`config.mk`:
```
export PLATFORM = sky130hd
export DESIGN_NAME = rcp_top
export DESIGN_NICKNAME = d
export VERILOG_FILES = /design/src/hw/rcp_pkg.sv /design/src/hw/rcp_status.sv /design/src/hw/rcp_top.sv
export SDC_FILE = /design/constraint.sdc
export NUM_CORES = 1
export LEC_CHECK = 0
export ABC_CLOCK_PERIOD_IN_PS = 5290
export BUFFER_PORTS_ARGS = -buffer_cell sky130_fd_sc_hd__buf_2
export CELL_PAD_IN_SITES_DETAIL_PLACEMENT = 0
export CELL_PAD_IN_SITES_GLOBAL_PLACEMENT = 1
export CORE_MARGIN = 2
export CORE_UTILIZATION = 48
export DETAILED_ROUTE_END_ITERATION = 16
export MAX_ROUTING_LAYER = met4
export PLACE_DENSITY = 0.86
export SLEW_MARGIN = 25
export SYNTH_ARGS = -nofsm -noshare
export SYNTH_HDL_FRONTEND = slang
export SYNTH_HIERARCHICAL = 1
export SYNTH_SLANG_ARGS = --single-unit
```
`constraint.sdc`:
```
create_clock -name clk -period 5.29 [get_ports clk]
set_input_delay 0.2645 -clock clk [delete_from_list [all_inputs] [get_ports clk]]
set_output_delay 0.2645 -clock clk [all_outputs]
set_load 0.005 [all_outputs]
```
`src/hw/rcp_pkg.sv`:
```
// constants and types shared by the remote command and poll block
package rcp_pkg;
    localparam logic [7:0] END_CHAR_RST = 8'h0a;
    localparam logic [3:0] TALK_SEL_RST = 4'h0;
    localparam logic [3:0] TALK_SEL_MAX = 4'hb;
    localparam logic [7:0] SRQ_MASK_RST = 8'h00;
    localparam logic [7:0] STATUS_RST = 8'h00;
    localparam logic [8:0] ARG_MAX = 9'h0ff;
    localparam logic [8:0] ARG_SAT = 9'h100;
    localparam logic [8:0] ARG_SAT_LIMIT = 9'h019;
    localparam int DISP_LEN = 20;
    localparam logic [7:0] CH_X = 8'h58;
    localparam logic [7:0] CH_G = 8'h47;
    localparam logic [7:0] CH_V = 8'h56;
    localparam logic [7:0] CH_T = 8'h54;
    localparam logic [7:0] CH_Q = 8'h51;
    localparam logic [7:0] CH_QUOTE = 8'h27;
    localparam logic [7:0] CH_SPACE = 8'h20;
    localparam logic [7:0] CH_DIGIT0 = 8'h30;
    localparam logic [7:0] CH_DIGIT9 = 8'h39;
    localparam int STB_KEY = 7;
    localparam int STB_RSV = 6;
    localparam int STB_RTS = 5;
    localparam int STB_EXEC = 4;
    localparam int STB_BATT = 3;
    localparam int STB_FUSE = 2;
    localparam int STB_PROT = 1;
    localparam int STB_ERR = 0;
    localparam logic [7:0] RSV_MASK = 8'h40;
    typedef enum logic [1:0] {
        RCP_PS_IDLE = 2'b00,
        RCP_PS_GOTX = 2'b01,
        RCP_PS_ARG = 2'b10,
        RCP_PS_QUOTE = 2'b11
    } rcp_pstate_t;
    typedef enum logic [1:0] {
        RCP_CMD_G = 2'b00,
        RCP_CMD_V = 2'b01,
        RCP_CMD_T = 2'b10,
        RCP_CMD_Q = 2'b11
    } rcp_cmd_t;
    typedef enum logic [1:0] {
        RCP_TS_IDLE = 2'b00,
        RCP_TS_DATA = 2'b01,
        RCP_TS_END = 2'b10,
        RCP_TS_DONE = 2'b11
    } rcp_tstate_t;
    typedef enum logic [0:0] {
        RCP_GET_MODE0 = 1'b0,
        RCP_GET_MODE_NONE = 1'b1
    } rcp_get_mode_t;
endpackage

```
`src/hw/rcp_status.sv`:
```
// serial poll status byte with sticky conditions and service request
`timescale 1ns/1ps
`default_nettype none
module rcp_status
    import rcp_pkg::*;
(
    input wire logic clk,
    input wire logic rst,
    input wire logic [5:0] ev_raw,
    input wire logic prog_err,
    input wire logic [7:0] srq_mask,
    input wire logic spoll_read,
    output logic [7:0] status_r,
    output logic srq_r
);
    logic [5:0] s1_r;
    logic [5:0] s2_r;
    logic [5:0] s3_r;
    logic [5:0] rise;
    logic [7:0] set_vec;
    logic [7:0] cond_now;
    logic [7:0] cond_nxt;
    logic [7:0] status_nxt;
    logic srq_nxt;

    // event pins are asynchronous: two flops, then an edge against a third
    genvar gi;
    generate
        for (gi = 0; gi < 6; gi++)
        begin : g_sync
            always_ff @(posedge clk)
            begin
                if (rst)
                begin
                    s1_r[gi] <= 1'b0;
                    s2_r[gi] <= 1'b0;
                    s3_r[gi] <= 1'b0;
                end
                else
                begin
                    s1_r[gi] <= ev_raw[gi];
                    s2_r[gi] <= s1_r[gi];
                    s3_r[gi] <= s2_r[gi];
                end
            end
            assign rise[gi] = s2_r[gi] & ~s3_r[gi];
        end
    endgenerate

    assign set_vec = {rise[5], 1'b0, rise[4:0], prog_err};
    assign cond_now = status_r & ~RSV_MASK;
    // a new event in the read cycle survives the clear
    assign cond_nxt = spoll_read ? set_vec : (cond_now | set_vec);
    assign status_nxt = {cond_nxt[7], |cond_nxt, cond_nxt[5:0]};
    // rsv weight is masked off so it can never request service on its own
    assign srq_nxt = |(cond_nxt & srq_mask & ~RSV_MASK);

    always_ff @(posedge clk)
    begin
        if (rst)
        begin
            status_r <= STATUS_RST;
            srq_r <= 1'b0;
        end
        else
        begin
            status_r <= status_nxt;
            srq_r <= srq_nxt;
        end
    end

    rsv_summary_a: assert property (@(posedge clk) disable iff (rst)
        status_r[STB_RSV] == (|(status_r & ~RSV_MASK)))
        else $error("rsv bit does not summarise the other bits");
    srq_masked_a: assert property (@(posedge clk) disable iff (rst)
        srq_r |-> |(status_r & $past(srq_mask) & ~RSV_MASK))
        else $error("srq raised without a masked condition");
    sticky_hold_a: assert property (@(posedge clk) disable iff (rst)
        status_r[STB_ERR] && !spoll_read |=> status_r[STB_ERR])
        else $error("condition bit dropped before status read");
    read_clear_a: assert property (@(posedge clk) disable iff (rst)
        spoll_read && !prog_err && rise == 6'h00 |=> status_r == STATUS_RST && !srq_r)
        else $error("status read did not clear byte and srq");
endmodule // rcp_status
`default_nettype wire

```
`src/hw/rcp_top.sv`:
```
// remote command interpreter, talk path and serial poll for the instrument
`timescale 1ns/1ps
`default_nettype none
module rcp_top
    import rcp_pkg::*;
#(
    parameter int DISP_CHARS = rcp_pkg::DISP_LEN
)
(
    input wire logic clk,
    input wire logic rst,
    input wire logic rx_valid,
    input wire logic [7:0] rx_data,
    input wire logic get_evt,
    input wire logic continuous_mode,
    input wire logic talk_addr,
    input wire logic resp_valid,
    input wire logic [7:0] resp_data,
    input wire logic resp_last,
    input wire logic tx_take,
    input wire logic [5:0] ev_raw,
    input wire logic spoll_read,
    output logic load_wave_r,
    output logic trig_pulse_r,
    output logic disp_upd_r,
    output logic [8*DISP_CHARS-1:0] disp_text_r,
    output logic [7:0] end_of_string_char_r,
    output logic [3:0] talk_content_select_r,
    output logic [7:0] service_request_mask_r,
    output logic cmd_err_r,
    output logic resp_take_r,
    output logic tx_valid_r,
    output logic [7:0] tx_data_r,
    output logic tx_eoi_n_r,
    output logic [7:0] service_status_byte,
    output logic srq_r
);
    rcp_pstate_t pst_r;
    rcp_pstate_t pst_nxt;
    rcp_cmd_t cmd_r;
    rcp_cmd_t cmd_nxt;
    rcp_tstate_t tst_r;
    rcp_get_mode_t get_mode_r;
    logic [8:0] acc_r;
    logic [8:0] acc_nxt;
    logic [4:0] cnt_r;
    logic [7:0] disp_buf [DISP_CHARS];
    logic apply;
    logic disp_show;
    logic quote_open;
    logic buf_wr;
    logic is_end_char;
    logic is_digit;
    logic is_x;
    logic is_quote;
    logic is_cmd;
    rcp_cmd_t cmd_code;
    logic [8:0] acc_step;
    logic arg_ok_g;
    logic arg_ok_v;
    logic arg_ok_t;
    logic arg_ok_q;
    logic arg_ok;
    logic can_load;

    assign is_end_char = rx_data == end_of_string_char_r;
    assign is_digit = rx_data >= CH_DIGIT0 && rx_data <= CH_DIGIT9;
    assign is_x = rx_data == CH_X;
    assign is_quote = rx_data == CH_QUOTE;
    assign is_cmd = rx_data == CH_G || rx_data == CH_V || rx_data == CH_T || rx_data == CH_Q;
    assign cmd_code = rx_data == CH_G ? RCP_CMD_G : rx_data == CH_V ? RCP_CMD_V :
                      rx_data == CH_T ? RCP_CMD_T : RCP_CMD_Q;
    // saturate so an overlong number cannot wrap into a legal value
    assign acc_step = acc_r > ARG_SAT_LIMIT ? ARG_SAT :
                      9'((acc_r << 3) + (acc_r << 1) + {5'h00, rx_data[3:0]});
    assign arg_ok_g = acc_r == 9'h000;
    assign arg_ok_v = acc_r != 9'h000 && acc_r <= ARG_MAX;
    assign arg_ok_t = acc_r <= {5'h00, TALK_SEL_MAX};
    assign arg_ok_q = acc_r <= ARG_MAX;
    assign arg_ok = cmd_r == RCP_CMD_G ? arg_ok_g : cmd_r == RCP_CMD_V ? arg_ok_v :
                    cmd_r == RCP_CMD_T ? arg_ok_t : arg_ok_q;

    always_comb
    begin
        pst_nxt = pst_r;
        cmd_nxt = cmd_r;
        acc_nxt = acc_r;
        apply = 1'b0;
        disp_show = 1'b0;
        quote_open = 1'b0;
        buf_wr = 1'b0;
        if (rx_valid)
        begin
            if (is_end_char)
            begin
                // the end char wins in every state, quoted text included
                apply = pst_r == RCP_PS_ARG;
                disp_show = pst_r == RCP_PS_QUOTE;
                pst_nxt = RCP_PS_IDLE;
            end
            else
            begin
                unique case (pst_r)
                    RCP_PS_IDLE:
                    begin
                        if (is_x)
                            pst_nxt = RCP_PS_GOTX;
                        else if (is_quote)
                        begin
                            pst_nxt = RCP_PS_QUOTE;
                            quote_open = 1'b1;
                        end
                    end
                    RCP_PS_GOTX:
                    begin
                        pst_nxt = is_cmd ? RCP_PS_ARG : RCP_PS_IDLE;
                        cmd_nxt = cmd_code;
                        acc_nxt = 9'h000;
                    end
                    RCP_PS_ARG:
                    begin
                        if (is_digit)
                            acc_nxt = acc_step;
                        else
                        begin
                            apply = 1'b1;
                            pst_nxt = is_x ? RCP_PS_GOTX : is_quote ? RCP_PS_QUOTE : RCP_PS_IDLE;
                            quote_open = is_quote;
                        end
                    end
                    RCP_PS_QUOTE:
                    begin
                        if (is_quote)
                        begin
                            disp_show = 1'b1;
                            pst_nxt = RCP_PS_IDLE;
                        end
                        else
                            buf_wr = 1'b1;
                    end
                endcase
            end
        end
    end

    always_ff @(posedge clk)
    begin
        if (rst)
        begin
            pst_r <= RCP_PS_IDLE;
            cmd_r <= RCP_CMD_G;
            acc_r <= 9'h000;
            get_mode_r <= RCP_GET_MODE0;
            end_of_string_char_r <= END_CHAR_RST;
            talk_content_select_r <= TALK_SEL_RST;
            service_request_mask_r <= SRQ_MASK_RST;
            cmd_err_r <= 1'b0;
        end
        else
        begin
            pst_r <= pst_nxt;
            cmd_r <= cmd_nxt;
            acc_r <= acc_nxt;
            cmd_err_r <= apply && !arg_ok;
            if (apply && arg_ok && cmd_r == RCP_CMD_V)
                end_of_string_char_r <= acc_r[7:0];
            if (apply && arg_ok && cmd_r == RCP_CMD_T)
                talk_content_select_r <= acc_r[3:0];
            if (apply && arg_ok && cmd_r == RCP_CMD_Q)
                service_request_mask_r <= acc_r[7:0];
        end
    end

    // display buffer starts blank, so unfilled positions stay padded
    genvar gi;
    generate
        for (gi = 0; gi < DISP_CHARS; gi++)
        begin : g_disp
            always_ff @(posedge clk)
            begin
                if (rst || quote_open)
                    disp_buf[gi] <= CH_SPACE;
                else if (buf_wr && cnt_r == 5'(gi))
                    disp_buf[gi] <= rx_data;
                if (rst)
                    disp_text_r[8*gi +: 8] <= CH_SPACE;
                else if (disp_show)
                    disp_text_r[8*gi +: 8] <= disp_buf[gi];
            end
        end
    endgenerate

    always_ff @(posedge clk)
    begin
        if (rst || quote_open)
            cnt_r <= 5'h00;
        else if (buf_wr && cnt_r < 5'(DISP_CHARS))
            cnt_r <= cnt_r + 5'h01;
        disp_upd_r <= !rst && disp_show;
    end

    // trigger path takes no part in argument checking
    always_ff @(posedge clk)
    begin
        if (rst)
        begin
            load_wave_r <= 1'b0;
            trig_pulse_r <= 1'b0;
        end
        else
        begin
            load_wave_r <= get_evt && get_mode_r == RCP_GET_MODE0;
            trig_pulse_r <= load_wave_r && !continuous_mode;
        end
    end

    // the bus side only reads tx_* while addressed; parallel poll has no path here
    assign can_load = !tx_valid_r && talk_addr;

    always_ff @(posedge clk)
    begin
        if (rst || !talk_addr)
        begin
            tst_r <= RCP_TS_IDLE;
            tx_valid_r <= 1'b0;
            tx_data_r <= 8'h00;
            tx_eoi_n_r <= 1'b1;
            resp_take_r <= 1'b0;
        end
        else
        begin
            resp_take_r <= 1'b0;
            if (tx_take)
            begin
                tx_valid_r <= 1'b0;
                tx_eoi_n_r <= 1'b1;
            end
            unique case (tst_r)
                RCP_TS_IDLE:
                    tst_r <= RCP_TS_DATA;
                RCP_TS_DATA:
                begin
                    if (can_load && resp_valid)
                    begin
                        tx_valid_r <= 1'b1;
                        tx_data_r <= resp_data;
                        resp_take_r <= 1'b1;
                        if (resp_last)
                            tst_r <= RCP_TS_END;
                    end
                end
                RCP_TS_END:
                begin
                    if (can_load)
                    begin
                        tx_valid_r <= 1'b1;
                        tx_data_r <= end_of_string_char_r;
                        tx_eoi_n_r <= 1'b0;
                        tst_r <= RCP_TS_DONE;
                    end
                end
                RCP_TS_DONE:
                    tst_r <= RCP_TS_DONE;
            endcase
        end
    end

    rcp_status u_status (
        .clk(clk),
        .rst(rst),
        .ev_raw(ev_raw),
        .prog_err(cmd_err_r),
        .srq_mask(service_request_mask_r),
        .spoll_read(spoll_read),
        .status_r(service_status_byte),
        .srq_r(srq_r)
    );

    get_mode_zero_a: assert property (@(posedge clk) disable iff (rst)
        apply && cmd_r == RCP_CMD_G && acc_r != 9'h000 |=> cmd_err_r && get_mode_r == RCP_GET_MODE0)
        else $error("nonzero trigger-action mode not refused");
    get_then_trig_a: assert property (@(posedge clk) disable iff (rst)
        get_evt ##1 !continuous_mode |-> load_wave_r ##1 trig_pulse_r)
        else $error("trigger did not follow load");
    trig_after_load_a: assert property (@(posedge clk) disable iff (rst)
        trig_pulse_r |-> $past(load_wave_r) && !$past(continuous_mode))
        else $error("trigger pulse without preceding load");
    end_char_nul_a: assert property (@(posedge clk) disable iff (rst)
        end_of_string_char_r != 8'h00)
        else $error("end char became NUL");
    end_char_eoi_a: assert property (@(posedge clk) disable iff (rst)
        tx_valid_r && !tx_eoi_n_r |-> tx_data_r == end_of_string_char_r && tst_r == RCP_TS_DONE)
        else $error("EOI not on the end char");
    quote_term_a: assert property (@(posedge clk) disable iff (rst)
        rx_valid && is_end_char && pst_r == RCP_PS_QUOTE |=> disp_upd_r && pst_r == RCP_PS_IDLE)
        else $error("end char did not close quoted text");
    talk_gate_a: assert property (@(posedge clk) disable iff (rst)
        $rose(tx_valid_r) |-> $past(talk_addr))
        else $error("data offered while not addressed");
    talk_sel_range_a: assert property (@(posedge clk) disable iff (rst)
        talk_content_select_r <= TALK_SEL_MAX)
        else $error("talk select out of range");
endmodule // rcp_top
`default_nettype wire

```
==> impl.org <==
** Run status
- The flow ran to the end, and the final reports show no timing, DRC or antenna violations.

** Timing
- The smallest clock period supported by the final layout is computed as 3200 ps.
- In the finished design, the share of the clock period the worst path needs comes to between 60 and 70%.
- The worst pin sits at a relative slew slack of between 30% and 40%.
- In the final timing run, aggregate negative setup slack is 0 ps.
- Hold Vio Cnt, Final :: 0
- RSZ-0062 raised after global routing :: no
- Count of pins over their slew limit :: 0
- Minimum hold slack :: 14.1 ps
- Setup violations remaining at the end of the flow were counted as 0.
- Between clock sinks in the finished design, the worst skew comes to around 15 ps.
- Worst-Margin Slew :: 1030 ps
- FMAX :: 313 MHz

** Logic synthesis
- Biggest area consumer among synthesized cells :: sky130_fd_sc_hd__dfxtp_1
- Arithmetic-cell share of the synthesized area counting full adders, half adders and majority gates :: 1.76%
- In this run, synthesis inferred 160 flip-flops with an integrated enable.
- The synthesized netlist devotes around 4.7% of its cell area to compound gates.
- Cell count after synthesis :: roughly 1500
- Post-synthesis net count :: between 1500 and 2000
- For this run, the leading register cell type out of synthesis is sky130_fd_sc_hd__dfxtp_1.
- The synthesized netlist devotes less than 1% of its cell area to XOR and XNOR gates.
- Multiplexer share of the synthesized area :: ~11%
- Synth async-reset ratio :: 0%
- Synth top area share :: about 29%
- During synthesis, Yosys emitted a total of 6 warnings.
- Largest cells by area after synthesis :: sky130_fd_sc_hd__dfxtp_1 (29%), sky130_fd_sc_hd__edfxtp_1 (29%), sky130_fd_sc_hd__mux2i_1 (11%)
- Leading cell type by number of instances after synthesis :: sky130_fd_sc_hd__nand2_1
- Dividing the synthesized area by the synthesized cell count gives between 10 and 15 sq um.
- Sequential element share of the synthesized area :: around three fifths
- In this run, synthesis produced a sequential element count of about 400.
- Commonest cells in the netlist :: sky130_fd_sc_hd__nand2_1 (356), sky130_fd_sc_hd__dfxtp_1 (242), sky130_fd_sc_hd__mux2i_1 (188), sky130_fd_sc_hd__edfxtp_1 (160), sky130_fd_sc_hd__nor2_1 (155)
- Summing every instance area after synthesis gives ~16000 sq um.
- After synthesis, the netlist uses 70 different library cells.
- Simple-Gate Fraction of Synth Area :: about a fifth
- Main combinational cell family by area after synthesis :: simple AND/OR/NAND/NOR gates

** Floorplan
- Die W :: roughly 190 um
- For this configuration, the core starts out at a cell density of between 40% and 50%.
- The floorplan step defined a core boundary enclosing ~34000 sq um.
- In this run the core area contains 67 standard-cell rows.
- In this run the count of I/O pins placed on the die edge is between 200 and 250.
- Die boundary height :: 189 um
- Total die area :: about 36000 sq um

** Route
- 1st-pass router iterations :: 5
- Using the TritonRoute via totals, the vias-per-cell ratio works out to about 5.3.
- After detailed routing, the number of remaining DRC violations is 0.
- Via count :: between 10000 and 15000
- Routed wire length :: 40100 um
- After detailed routing, the average wire length per cell comes to 18.0 um.
- Post-detailed-route count of antenna-violating nets :: 0
- After the first detailed-routing iteration, the DRC count stood at between 900 and 1000.

** GRT
- The number of global-route vias before repair is approximately 12000.
- The first global-routing pass estimated 63100 um of wire.
- Entering global routing, the biggest net connects 149 pins.
- Number of antenna violations at the first check in global routing :: 1
- Global-route total usage across every layer :: 22.8%
- GRT overflow :: 0

** Worst setup path
- For flop-to-flop paths, the worst setup slack is around 2100 ps.
- Worst EP required :: around 5600 ps
- Biggest fanout along the worst timing path :: 17
- The slowest stage of the critical path belongs to the cell sky130_fd_sc_hd__nand3b_1.
- Worst path top cell family by delay :: simple AND/OR/NAND/NOR gates
- The setup path with the least slack is of type reg2reg.
- The worst setup path is captured at a register.
- Crit path largest cell delay :: around 760 ps
- The number of buffers and inverters on the critical path is 1.
- STA puts the critical path data arrival time at between 3000 and 4000 ps.
- STA classifies the critical path startpoint as a register.
- Walking the worst path, the cells encountered are and3_1, o31a_1, o2111ai_1, nand3b_1, buf_8, or3_1.

** Clock network
- Clock Latency Late Sink :: approximately 540 ps
- Clock-pin slew was measured on the worst setup and hold paths at roughly 60 ps.
- TritonCTS Buffers :: 42
- Number of levels the H-tree was split into :: 2
- CTS Sinks :: about 400
- The longest clock path from root to sink contains 3 buffers.
- Root Buffer Master :: sky130_fd_sc_hd__clkbuf_16
- Clock tree from TritonCTS :: yes

** Run
- Max-cap violations in this run came to 0.

** Cells and area
- The post-route netlist has about a fifth of its cells at a drive strength greater than 1.
- Layout net count :: 1801
- Synth-to-layout area growth :: 17.4%

** Place
- HPWL reported at the end of detailed placement :: 27000 um
- Routability-driven placement finished with a final weighted congestion of between 0.8 and 0.9.
- Buffers on Ports :: 235

** Hold path
- Min-Delay Path Class :: in2reg

** Pwr
- The worst-case IR drop observed on VDD is 0.314 mV.
- Power spread over the standard cell area amounts to 338 nW/um^2.
- Leakage power summed over all cells :: about 0.0075 uW
## cell usage in the layout, fill, tap and decap left out, types with 3 or more instances in the layout
cell type | netlist | routed
sky130_fd_sc_hd__mux2i_1 | 188 | 188
sky130_fd_sc_hd__clkbuf_16 | 0 | 44
sky130_fd_sc_hd__o22ai_1 | 3 | 3
sky130_fd_sc_hd__nor2b_1 | 28 | 28
sky130_fd_sc_hd__a21oi_1 | 14 | 13
sky130_fd_sc_hd__nand4_1 | 4 | 4
sky130_fd_sc_hd__nand3b_1 | 3 | 3
sky130_fd_sc_hd__bufinv_16 | 0 | 5
sky130_fd_sc_hd__nor3_1 | 4 | 4
sky130_fd_sc_hd__nand3_1 | 10 | 10
sky130_fd_sc_hd__buf_2 | 9 | 234
sky130_fd_sc_hd__clkbuf_1 | 59 | 9
sky130_fd_sc_hd__nor4_1 | 4 | 3
sky130_fd_sc_hd__dfxtp_1 | 242 | 242
sky130_fd_sc_hd__nor4b_1 | 10 | 8
sky130_fd_sc_hd__or3_1 | 16 | 16
sky130_fd_sc_hd__buf_4 | 17 | 8
sky130_fd_sc_hd__inv_1 | 25 | 24
sky130_fd_sc_hd__nor2_1 | 155 | 155
sky130_fd_sc_hd__clkinv_1 | 1 | 3
sky130_fd_sc_hd__a22o_1 | 7 | 7
sky130_fd_sc_hd__nand2b_1 | 15 | 15
sky130_fd_sc_hd__o21ai_1 | 4 | 14
sky130_fd_sc_hd__clkinv_2 | 0 | 8
sky130_fd_sc_hd__a211oi_1 | 12 | 12
sky130_fd_sc_hd__and3_1 | 11 | 11
sky130_fd_sc_hd__nor3b_1 | 4 | 4
sky130_fd_sc_hd__dlygate4sd3_1 | 0 | 11
sky130_fd_sc_hd__a311oi_1 | 3 | 3
sky130_fd_sc_hd__ha_1 | 20 | 20
sky130_fd_sc_hd__edfxtp_1 | 160 | 160
sky130_fd_sc_hd__o2111ai_1 | 4 | 4
sky130_fd_sc_hd__nand2_1 | 356 | 356
sky130_fd_sc_hd__a21o_1 | 5 | 5
sky130_fd_sc_hd__and2_1 | 54 | 54
sky130_fd_sc_hd__o211ai_1 | 6 | 6
sky130_fd_sc_hd__o21ai_0 | 24 | 14
sky130_fd_sc_hd__xnor2_1 | 12 | 12
## registers in the layout, indices dropped and copies added, names as in the netlist, 2 cells and up
signal                  count
end_of_string_char_r        8
acc_r                       9
tx_data_r                   8
cmd_r                       2
tst_r                       2
pst_r                       2
disp_buf                  160
u_status/status_r           8
talk_content_select_r       4
service_request_mask_r      8
disp_text_r               160
u_status/s2_r               6
u_status/s3_r               6
cnt_r                       5
u_status/s1_r               6
## layer usage
layer	track usage (%)	vias to the layer above	routed length, um
met3	3.60	89	2260
met4	7.42	0	1020
li1	-	5652	-
met2	36.5	344	19000
met1	29.8	5681	17900
met5	-	-	0
## worst paths after layout
path                               startpoint                       endpoint  cells past startpoint
setup / recovery        pst_r[1]$_SDFFE_PP0P_  disp_buf[3][13]$_SDFFCE_PN1P_                      6
hold / removal                        tx_take          tx_valid_r$_SDFF_PP0_                      3
setup reg to reg        pst_r[1]$_SDFFE_PP0P_  disp_buf[3][13]$_SDFFCE_PN1P_                      6
hold reg to reg   u_status/s1_r[2]$_SDFF_PP0_    u_status/s2_r[2]$_SDFF_PP0_                      1
## cell families after synthesis
family                   after synthesis
adder cells (fa/ha/maj)               22
XOR/XNOR                              14
AO/OA/AOI/OAI                        107
flip-flops                           402
AND/OR/NAND/NOR                      685
multiplexers                         189
buffers and inverters                126
## worst register-to-register path: cells and delay by family, from the launching register on
family          cells  cell delay (ps)
compound gates      2              730
buf+inv             1              390
flops               1              490
simple gates        3             1320
## cell type report
| cell class | instances | area, sq um |
|---|---|---|
| Fill cell | 2872 | 14300 |
| Sequential cell | 402 | 9650 |
| Multi-Input combinational cell | 1017 | 6180 |
| Timing Repair Buffer | 257 | 1400 |
| Clock buffer | 58 | 1180 |
| Tap cell | 448 | 561 |
| Clock inverter | 20 | 250 |
| Inverter | 27 | 111 |
| Antenna cell | 1 | 2.50 |
## timing repair
item | CTS | global route
gates resized for setup | 0 | 0
endpoints found under the hold margin | 10 | 0
hold buffers | 11 | 0
buffers inserted | 0 | 0
## power by group
| part | switching (uW) | internal [uW] | leakage (uW) |
|---|---|---|---|
| Sequential | 21.2 | 3260 | 0.00361 |
| Clock | 1230 | 1820 | 0.000704 |
| Combinational | 149 | 54.3 | 0.00315 |
## stage by stage
stage | instances | instance area, sq um | utilization (%) | setup slack, ps | power, uW
final | 2230 | 19300 | 57.5 | 2090 | 6530
after global routing | 2230 | 19300 | 57.5 | 2000 | 6720
after CTS | 2229 | 19300 | 57.4 | 2220 | 6580
after detailed placement | 2140 | 17800 | 52.9 | 1950 | 3540
after global placement | 2138 | 17700 | 52.8 | 1740 | 3540
after floorplan | 1545 | 16500 | - | 2920 | 3470
(Power assumes the default switching activity.)
